[config.mk]
export PLATFORM = sky130hd
export DESIGN_NAME = dcr_config_regs
export DESIGN_NICKNAME = d
export VERILOG_FILES = /design/src/rtl/dcr_pkg.sv /design/src/rtl/dcr_config_regs.sv
export SDC_FILE = /design/constraint.sdc
export NUM_CORES = 1
export LEC_CHECK = 0
export BUFFER_PORTS_ARGS = -buffer_cell sky130_fd_sc_hd__buf_2
export CAP_MARGIN = 0
export CORE_MARGIN = 4
export CORE_UTILIZATION = 60
export DETAILED_ROUTE_END_ITERATION = 10
export HOLD_SLACK_MARGIN = 0.12
export PLACE_DENSITY = 0.86
export SETUP_SLACK_MARGIN = 0.5
export SLEW_MARGIN = 10
export SYNTH_ARGS = -nofsm -noshare
export SYNTH_HDL_FRONTEND = slang
export SYNTH_SLANG_ARGS = --single-unit
[constraint.sdc]
create_clock -name core_clk -period 2.9 [get_ports core_clk]
set_input_delay 0 -clock core_clk [delete_from_list [all_inputs] [get_ports core_clk]]
set_output_delay 0 -clock core_clk [all_outputs]
set_load 0.02 [all_outputs]
[src/rtl/dcr_pkg.sv]
// Constants and carrier types for the deserializer configuration register bank
package dcr_pkg;

  // Register offsets
  localparam logic [7:0] OFS_CONFIG_ONE   = 8'h00;
  localparam logic [7:0] OFS_SLAVE_ADDR   = 8'h01;
  localparam logic [7:0] OFS_FEATURES_ONE = 8'h02;

  // Reset values
  localparam logic [7:0] RST_CONFIG_ONE   = 8'h00;
  localparam logic [7:0] RST_SLAVE_ADDR   = 8'h70;
  localparam logic [7:0] RST_FEATURES_ONE = 8'h00;

  // Config one fields
  localparam int LF_RANGE_BIT    = 7;
  localparam int CLK_SLEW_BIT    = 6;
  localparam int DATA_SLEW_BIT   = 5;
  localparam int STROBE_EDGE_BIT = 4;
  localparam int MODE_MSB        = 3;
  localparam int MODE_LSB        = 2;
  localparam int SLEEP_BIT       = 1;
  localparam int REG_CONTROL_BIT = 0;

  // Slave address fields
  localparam int ADDR_SRC_BIT = 7;
  localparam int ADDR_MSB     = 6;

  // Features one fields
  localparam int HOLD_LOW_BIT     = 7;
  localparam int SLEEP_STATE_BIT  = 6;
  localparam int STRAP_BYPASS_BIT = 3;
  localparam int OSC_MSB          = 2;

  // Mode and oscillator codes
  localparam logic [1:0] MODE_FILTER_OFF = 2'h0;
  localparam logic [1:0] MODE_FILTER_ON  = 2'h1;
  localparam logic [2:0] OSC_OFF         = 3'h0;
  localparam logic [2:0] OSC_UNDEFINED   = 3'h5;

  // The four legal slave addresses, picked by the address select pin
  localparam logic [6:0] SLAVE_ADDR_0 = 7'h71;
  localparam logic [6:0] SLAVE_ADDR_1 = 7'h72;
  localparam logic [6:0] SLAVE_ADDR_2 = 7'h73;
  localparam logic [6:0] SLAVE_ADDR_3 = 7'h76;

  localparam logic [3:0] BYTE_BITS = 4'h8;

  typedef struct packed {
    logic       low_freq_spread_range;
    logic       clock_output_slew_boost;
    logic       data_output_slew_boost;
    logic       output_strobe_edge_select;
    logic       filter_enable;
    logic [2:0] oscillator_freq_select;
  } dcr_cfg_s;

  typedef enum logic [3:0] {
    ST_IDLE, ST_ADDR, ST_ADDR_ACK, ST_PTR, ST_PTR_ACK,
    ST_WDATA, ST_WDATA_ACK, ST_RDATA, ST_RDATA_ACK
  } dcr_state_e;

endpackage : dcr_pkg

[src/rtl/dcr_config_regs.sv]
// Deserializer configuration register bank behind a two-wire serial control port
// Summary of operation
// - Config bit 7 picks spread range
// - Config bit 6 boosts clock output slew
// - Config bit 5 boosts data output slew
// - Config bit 4 picks output strobe edge
// - Config bits 3:2 enable control filter
// - Config bit 1 enters sleep, registers kept
// - Config bit 0 picks pins or registers
// - Address bit 7 picks pin or register
// - Address bits 6:0 hold legal address
// - Features bit 7 clear holds outputs low while locked, strap set
// - Features bit 6 sets sleep output state
// - Features bit 3 overrides hold-low strap
// - Features bits 2:0 pick oscillator frequency
`timescale 1ns/1ns
`default_nettype none

module dcr_config_regs (
  // Clock and reset
  input  wire logic                    core_clk,
  input  wire logic                    reset,
  // Serial control port
  input  wire logic                    scl_in,
  input  wire logic                    sda_in,
  output logic                         sda_out,
  output logic                         sda_oe,
  // Pins and straps
  input  wire logic [1:0]              address_select_pin,
  input  wire dcr_pkg::dcr_cfg_s       pin_cfg,
  input  wire logic                    hold_low_strap,
  input  wire logic                    lock_status,
  // Effective settings
  output dcr_pkg::dcr_cfg_s            eff_cfg,
  output logic                         sleep_mode,
  output logic                         out_drive_enable,
  output logic                         out_force_low,
  output logic                         pass_force_high
);
  ////////////////////////////////////////////////////////////////////////////
  logic [7:0]              config_one_reg, slave_addr_reg, features_one_reg, rdata;
  logic [7:0]              shift_reg, tx_reg, ptr_reg, wr_addr_reg, wr_data_reg;
  logic [6:0]              pin_addr, active_addr;
  logic [3:0]              bit_cnt_reg;
  logic                    scl_prev_reg, sda_prev_reg, rw_reg, master_ack_reg, wr_stb_reg;
  logic                    sda_oe_reg, sleep_reg, drive_en_reg, force_low_reg, pass_high_reg;
  logic                    scl_rise, scl_fall, start_cond, stop_cond, hold_low_feature;
  dcr_pkg::dcr_state_e     state_reg;
  dcr_pkg::dcr_cfg_s       eff_cfg_reg, reg_cfg;
  assign scl_rise   = scl_in & ~scl_prev_reg;
  assign scl_fall   = ~scl_in & scl_prev_reg;
  assign start_cond = scl_in & scl_prev_reg & sda_prev_reg & ~sda_in;
  assign stop_cond  = scl_in & scl_prev_reg & ~sda_prev_reg & sda_in;
  always_comb
  begin
    unique case (address_select_pin)
      2'h0:    pin_addr = dcr_pkg::SLAVE_ADDR_0;
      2'h1:    pin_addr = dcr_pkg::SLAVE_ADDR_1;
      2'h2:    pin_addr = dcr_pkg::SLAVE_ADDR_2;
      default: pin_addr = dcr_pkg::SLAVE_ADDR_3;
    endcase
  end

  // Register address is taken as written; legality is the host's duty
  assign active_addr = slave_addr_reg[dcr_pkg::ADDR_SRC_BIT] ?
                       slave_addr_reg[dcr_pkg::ADDR_MSB:0] : pin_addr;
  always_comb
  begin
    unique case (ptr_reg)
      dcr_pkg::OFS_CONFIG_ONE:   rdata = config_one_reg;
      dcr_pkg::OFS_SLAVE_ADDR:   rdata = slave_addr_reg;
      dcr_pkg::OFS_FEATURES_ONE: rdata = features_one_reg;
      default:                   rdata = 8'h00;
    endcase
  end
  ////////////////////////////////////////////////////////////////////////////
  // Line sampling
  always_ff @(posedge core_clk or posedge reset)
  begin
    if (reset)
    begin
      scl_prev_reg <= 1'b1;
      sda_prev_reg <= 1'b1;
    end
    else
    begin
      scl_prev_reg <= scl_in;
      sda_prev_reg <= sda_in;
    end
  end
  ////////////////////////////////////////////////////////////////////////////
  // Serial protocol engine; data moves on clock low, sampled on rise
  always_ff @(posedge core_clk or posedge reset)
  begin
    if (reset)
    begin
      state_reg      <= dcr_pkg::ST_IDLE;
      bit_cnt_reg    <= 4'h0;
      shift_reg      <= 8'h00;
      tx_reg         <= 8'h00;
      ptr_reg        <= 8'h00;
      rw_reg         <= 1'b0;
      master_ack_reg <= 1'b0;
      wr_stb_reg     <= 1'b0;
      wr_addr_reg    <= 8'h00;
      wr_data_reg    <= 8'h00;
      sda_oe_reg     <= 1'b0;
    end
    else
    begin
      wr_stb_reg <= 1'b0;
      if (start_cond)
      begin
        state_reg   <= dcr_pkg::ST_ADDR;
        bit_cnt_reg <= 4'h0;
        sda_oe_reg  <= 1'b0;
      end
      else if (stop_cond)
      begin
        state_reg  <= dcr_pkg::ST_IDLE;
        sda_oe_reg <= 1'b0;
      end
      else if (scl_rise)
      begin
        if (state_reg == dcr_pkg::ST_RDATA_ACK)
          master_ack_reg <= ~sda_in;
        else if (bit_cnt_reg != dcr_pkg::BYTE_BITS)
        begin
          shift_reg   <= {shift_reg[6:0], sda_in};
          bit_cnt_reg <= bit_cnt_reg + 4'h1;
        end
      end
      else if (scl_fall)
      begin
        unique case (state_reg)
          dcr_pkg::ST_IDLE: ;
          dcr_pkg::ST_ADDR:
            if (bit_cnt_reg == dcr_pkg::BYTE_BITS)
            begin
              if (shift_reg[7:1] == active_addr)
              begin
                rw_reg     <= shift_reg[0];
                sda_oe_reg <= 1'b1;
                state_reg  <= dcr_pkg::ST_ADDR_ACK;
              end
              else
                state_reg <= dcr_pkg::ST_IDLE;
            end
          dcr_pkg::ST_ADDR_ACK:
          begin
            bit_cnt_reg <= 4'h0;
            if (rw_reg)
            begin
              tx_reg     <= rdata;
              ptr_reg    <= ptr_reg + 8'h01;
              sda_oe_reg <= ~rdata[7];
              state_reg  <= dcr_pkg::ST_RDATA;
            end
            else
            begin
              sda_oe_reg <= 1'b0;
              state_reg  <= dcr_pkg::ST_PTR;
            end
          end
          dcr_pkg::ST_PTR:
            if (bit_cnt_reg == dcr_pkg::BYTE_BITS)
            begin
              ptr_reg    <= shift_reg;
              sda_oe_reg <= 1'b1;
              state_reg  <= dcr_pkg::ST_PTR_ACK;
            end
          dcr_pkg::ST_PTR_ACK, dcr_pkg::ST_WDATA_ACK:
          begin
            sda_oe_reg  <= 1'b0;
            bit_cnt_reg <= 4'h0;
            state_reg   <= dcr_pkg::ST_WDATA;
          end
          dcr_pkg::ST_WDATA:
            if (bit_cnt_reg == dcr_pkg::BYTE_BITS)
            begin
              wr_stb_reg  <= 1'b1;
              wr_addr_reg <= ptr_reg;
              wr_data_reg <= shift_reg;
              ptr_reg     <= ptr_reg + 8'h01;
              sda_oe_reg  <= 1'b1;
              state_reg   <= dcr_pkg::ST_WDATA_ACK;
            end
          dcr_pkg::ST_RDATA:
            if (bit_cnt_reg == dcr_pkg::BYTE_BITS)
            begin
              sda_oe_reg <= 1'b0;
              state_reg  <= dcr_pkg::ST_RDATA_ACK;
            end
            else
            begin
              tx_reg     <= {tx_reg[6:0], 1'b0};
              sda_oe_reg <= ~tx_reg[6];
            end
          dcr_pkg::ST_RDATA_ACK:
          begin
            bit_cnt_reg <= 4'h0;
            if (master_ack_reg)
            begin
              tx_reg     <= rdata;
              ptr_reg    <= ptr_reg + 8'h01;
              sda_oe_reg <= ~rdata[7];
              state_reg  <= dcr_pkg::ST_RDATA;
            end
            else
              state_reg <= dcr_pkg::ST_IDLE;
          end
        endcase
      end
    end
  end
  ////////////////////////////////////////////////////////////////////////////
  // Register file; unmapped writes are dropped
  always_ff @(posedge core_clk or posedge reset)
  begin
    if (reset)
    begin
      config_one_reg   <= dcr_pkg::RST_CONFIG_ONE;
      slave_addr_reg   <= dcr_pkg::RST_SLAVE_ADDR;
      features_one_reg <= dcr_pkg::RST_FEATURES_ONE;
    end
    else if (wr_stb_reg)
    begin
      if (wr_addr_reg == dcr_pkg::OFS_CONFIG_ONE)
        config_one_reg <= wr_data_reg;
      if (wr_addr_reg == dcr_pkg::OFS_SLAVE_ADDR)
        slave_addr_reg <= wr_data_reg;
      // Bits 5:4 stored as written, they steer nothing
      if (wr_addr_reg == dcr_pkg::OFS_FEATURES_ONE)
        features_one_reg <= wr_data_reg;
    end
  end
  ////////////////////////////////////////////////////////////////////////////
  // Effective settings
  always_comb
  begin
    reg_cfg.low_freq_spread_range     = config_one_reg[dcr_pkg::LF_RANGE_BIT];
    reg_cfg.clock_output_slew_boost   = config_one_reg[dcr_pkg::CLK_SLEW_BIT];
    reg_cfg.data_output_slew_boost    = config_one_reg[dcr_pkg::DATA_SLEW_BIT];
    reg_cfg.output_strobe_edge_select = config_one_reg[dcr_pkg::STROBE_EDGE_BIT];
    // Reserved mode codes leave the filter off
    reg_cfg.filter_enable =
      config_one_reg[dcr_pkg::MODE_MSB:dcr_pkg::MODE_LSB] == dcr_pkg::MODE_FILTER_ON;
    // Undefined code stops the oscillator rather than guessing a rate
    if (features_one_reg[dcr_pkg::OSC_MSB:0] == dcr_pkg::OSC_UNDEFINED)
      reg_cfg.oscillator_freq_select = dcr_pkg::OSC_OFF;
    else
      reg_cfg.oscillator_freq_select = features_one_reg[dcr_pkg::OSC_MSB:0];
  end

  assign hold_low_feature = hold_low_strap &
                            ~features_one_reg[dcr_pkg::STRAP_BYPASS_BIT];
  always_ff @(posedge core_clk or posedge reset)
  begin
    if (reset)
    begin
      eff_cfg_reg   <= '0;
      sleep_reg     <= 1'b0;
      drive_en_reg  <= 1'b1;
      force_low_reg <= 1'b0;
      pass_high_reg <= 1'b0;
    end
    else
    begin
      eff_cfg_reg  <= config_one_reg[dcr_pkg::REG_CONTROL_BIT] ? reg_cfg : pin_cfg;
      sleep_reg    <= config_one_reg[dcr_pkg::SLEEP_BIT];
      drive_en_reg <= ~config_one_reg[dcr_pkg::SLEEP_BIT] |
                      features_one_reg[dcr_pkg::SLEEP_STATE_BIT];
      force_low_reg <= (config_one_reg[dcr_pkg::SLEEP_BIT] &
                        features_one_reg[dcr_pkg::SLEEP_STATE_BIT]) |
                       (hold_low_feature & lock_status &
                        ~features_one_reg[dcr_pkg::HOLD_LOW_BIT]);
      pass_high_reg <= config_one_reg[dcr_pkg::SLEEP_BIT];
    end
  end

  assign sda_out          = 1'b0;
  assign sda_oe           = sda_oe_reg;
  assign eff_cfg          = eff_cfg_reg;
  assign sleep_mode       = sleep_reg;
  assign out_drive_enable = drive_en_reg;
  assign out_force_low    = force_low_reg;
  assign pass_force_high  = pass_high_reg;
endmodule : dcr_config_regs

`default_nettype wire

==> results.py <==
metrics = {
    "yosys": {
        "post_synth_arst_share_pct": 100,
        "synth_seq_cells": 88,
        "yosysWarningCount": 0,
        "yosys.area_share.adder_pct": 2.75,
        "yosys-mux-area-fraction_pct": 13.4,
        "netlist-cell-type-count": 62,
        "syn_area_per_cell_um2": 10.6,
        "synth-xor-area-share_pct": 0.962,
        "synth_top_family_by_area": "simple AND/OR/NAND/NOR gates",
        "ys_seq_area_share_pct": 48.5,
        "synth_edf_count": 0,
        "netlist_area_um2": 4550,
        "synthTopCellsByArea": "sky130_fd_sc_hd__dfrtp_1, sky130_fd_sc_hd__mux2_2, sky130_fd_sc_hd__a21oi_1",
        "syn-num-nets": 457,
        "synth_compound_gate_area_share_pct": 15.1,
        "ys.flop_type": "sky130_fd_sc_hd__dfrtp_1",
        "simple_gate_share_of_the_synthesized_area_pct": 15.5,
        "synth_largest_area_cell": "sky130_fd_sc_hd__dfrtp_1",
        "synth_top_area_share_pct": 45.1,
        "post_synth_inst_count": 431,
    },
    "floorplanning": {
        "floorplan.die.height_um": 95.1,
        "dieWidth_um": 95.1,
        "io_pins": 30,
        "floorplan.initialDensity_pct": 62.1,
        "design.core.area_um2": 7330,
        "die_area_um2": 9040,
        "core.rowCount": 31,
    },
    "worst_hold_path": {
        "hold_path.class": "in -> reg",
    },
    "placement": {
        "place.detailed.hpwl_mm": 7.29,
        "globalplace.congestion": 0.935,
        "placement.io_buffers": 28,
        "place.detailed.instances": 542,
    },
    "critical_path": {
        "critPathCaptureType": "flop",
        "critical_path.startpoint_type": "flop",
        "required_time_at_the_worst_slack_endpoint_ns": 3.18,
        "cp.arrival_ns": 2.57,
        "cp_max_fo": 12,
        "setup.worst_path.class": "reg -> reg",
    },
    "drt": {
        "drcViolationCount": 0,
        "route.vias.total": 3570,
        "drt-initial-drc-count": 311,
        "dr.pass1.iters": 5,
        "viasPerCell": 6.22,
        "drt.antenna.violating_nets": 0,
        "drt-total-wl_mm": 10.5,
        "detail_route.wl_per_cell_um": 18.3,
    },
    "power_and_ir_drop": {
        "max-vdd-ir-drop_mv": 0.362,
        "cellLeakagePower_nw": 2.29,
        "cellPowerDensity_nw_per_um2": 520,
    },
    "timing": {
        "finalCriticalPeriod_ns": 2.29,
        "final-setup-viol-count": 0,
        "layout_worst_path_cycle_share_pct": 79.0,
        "worst_slew_margin_rel_pct": 35.2,
        "timing_worst_slew_pin_value_ns": 0.972,
        "clock-skew-final_ns": 0.0145,
        "timing.hold.ws_ns": 0.321,
        "final_max_slew_viol_count": 0,
        "finalHoldViolations": 0,
        "rsz0062_at_grt": "no",
        "maxClockFrequency_ghz": 0.437,
        "tns_ns": 0,
    },
    "layout": {
        "layout.cells.most_common_list": "sky130_fd_sc_hd__dfrtp_1, sky130_fd_sc_hd__mux2_2, sky130_fd_sc_hd__a21oi_1",
        "antenna_cells": 0,
        "post_route_non_filler_standard_cell_count": 574,
        "finalNetCount": 496,
        "finish.utilization_pct": 70.0,
        "mostFrequentLayoutCell": "sky130_fd_sc_hd__dfrtp_1",
        "syn_to_final_growth_pct": 12.7,
        "drive_above_1_share_pct": 27.4,
    },
    "run": {
        "maxCapViolCount": 0,
    },
    "clocking": {
        "deepest_clock_path_buffer_count": 2,
        "worstSkewPairLatency_ns": 0.37,
        "clock_transition_time_at_the_flip_flop_clock_pins_of_the_worst_setup_and_hold_paths_ns": 0.09,
        "clock_sink_count": 88,
        "clock_buffer_count_from_cts": 9,
        "cts_root_buffer": "sky130_fd_sc_hd__clkbuf_8",
        "tritoncts_clock_tree": "yes",
        "cts_htree_levels": 3,
    },
    "grt": {
        "grt_overflow_total": 0,
        "grt_usage_pct": 24.9,
        "grt_max_degree": 54,
        "grt_first_pass_wirelength_mm": 17.1,
        "number_of_antenna_violations_at_the_first_check_in_global_routing": 0,
        "grt_pass1_vias": 3450,
    },
    "status": {
        "run_status": "complete, no violations",
    },
}
[cell families (layout without fill, tap and decap cells)]
group                      Yosys count  in the layout
xor gates and xnor gates             5              5
other                                1              1
and+or+nand+nor                    126            126
adders and majority gates           10             10
DFF                                 88             88
AOI/OAI and AO/OA                  108            108
buffers and inverters               39             83
muxes                               54             54
[path summary, 6_finish.rpt]
path / from / to / slack [ns] / depth (start not counted)
worst max-delay path: scl_prev_reg / ptr_reg[3] / 0.61 / 6
worst min-delay path: scl_in / scl_prev_reg / 0.32 / 2
worst max register to register: scl_prev_reg / ptr_reg[3] / 0.61 / 6
worst min register to register: config_one_reg[1] / pass_force_high / 0.51 / 0
max in group asynchronous: reset / slave_addr_reg[4] / 1.70 / 4
min in group asynchronous: reset / wr_addr_reg[7] / 0.34 / 3
[power breakdown]
part / leakage, nW / switching [mW] / internal, mW
combinational: 1.04 / 0.199 / 0.168
sequential: 1.15 / 0.150 / 1.32
clock: 0.0970 / 0.491 / 0.338
[critical path: stages (launching register included)]
cell	delay, ns
sky130_fd_sc_hd__dfstp_2	0.56
sky130_fd_sc_hd__inv_1	0.05
sky130_fd_sc_hd__ha_1	0.29
sky130_fd_sc_hd__a21oi_1	0.36
sky130_fd_sc_hd__or4b_4	0.61
sky130_fd_sc_hd__a21oi_1	0.16
sky130_fd_sc_hd__a2bb2oi_1	0.19
[per-stage QoR]
step	setup slack (ns)	cell area, um2	power, mW
5_1_grt	0.459	5130	2.80
6_report	0.609	5130	2.67
4_1_cts	0.506	5100	2.68
3_5_place_dp	0.510	4750	1.84
2_1_floorplan	0.631	4550	1.71
3_3_place_gp	0.621	4750	1.81
[layout make-up]
cell class / instances / area, um2
clock buffer: 9 / 124
clock inverter: 7 / 72.6
fill: 503 / 2200
inverter: 19 / 72.6
multi-input combinational: 304 / 2200
sequential: 88 / 2210
tap: 99 / 124
timing repair buffer: 48 / 323
[routing by layer]
metal	track usage (%)	vias up	share of wire (%)
met4	9.38	0	2.0
met2	41.3	161	51
li1	-	1631	-
met1	32.0	1754	41
met3	5.52	24	6.6
met5	0	-	0
[cells in the mapped netlist, types with 2 or more instances]
master and number:
sky130_fd_sc_hd__dfrtp_1 82, sky130_fd_sc_hd__mux2_2 54, sky130_fd_sc_hd__a21oi_1 44, sky130_fd_sc_hd__nand2_1 40, sky130_fd_sc_hd__nor2_1 26, sky130_fd_sc_hd__inv_1 18
sky130_fd_sc_hd__o21ai_0 16, sky130_fd_sc_hd__nand3_1 14, sky130_fd_sc_hd__clkbuf_1 10, sky130_fd_sc_hd__ha_1 10, sky130_fd_sc_hd__a22oi_1 7, sky130_fd_sc_hd__nand2b_1 7
sky130_fd_sc_hd__dfstp_2 6, sky130_fd_sc_hd__a2bb2oi_1 5, sky130_fd_sc_hd__nor3_1 5, sky130_fd_sc_hd__nor4_1 5, sky130_fd_sc_hd__o22ai_1 5, sky130_fd_sc_hd__a21o_1 4
sky130_fd_sc_hd__buf_2 4, sky130_fd_sc_hd__buf_4 4, sky130_fd_sc_hd__nand3b_1 4, sky130_fd_sc_hd__a32o_1 3, sky130_fd_sc_hd__and3_1 3, sky130_fd_sc_hd__nor4b_4 3
sky130_fd_sc_hd__o211ai_1 3, sky130_fd_sc_hd__xor2_1 3, sky130_fd_sc_hd__a211oi_1 2, sky130_fd_sc_hd__a31oi_1 2, sky130_fd_sc_hd__buf_1 2, sky130_fd_sc_hd__nand4_1 2
sky130_fd_sc_hd__nor4b_1 2, sky130_fd_sc_hd__o21bai_1 2, sky130_fd_sc_hd__o31ai_1 2, sky130_fd_sc_hd__o32ai_1 2, sky130_fd_sc_hd__or4_1 2, sky130_fd_sc_hd__xnor2_1 2
[repair_timing]
item / in CTS / in global routing
resized for setup: 0 / 7
pin swaps: 3 / 0
endpoints found under the setup margin: 2 / 7
endpoints found under the hold margin: 61 / 0
hold buffers: 13 / 0
buffers inserted: 3 / 0
Note: power is estimated with default switching activity, not from simulation.
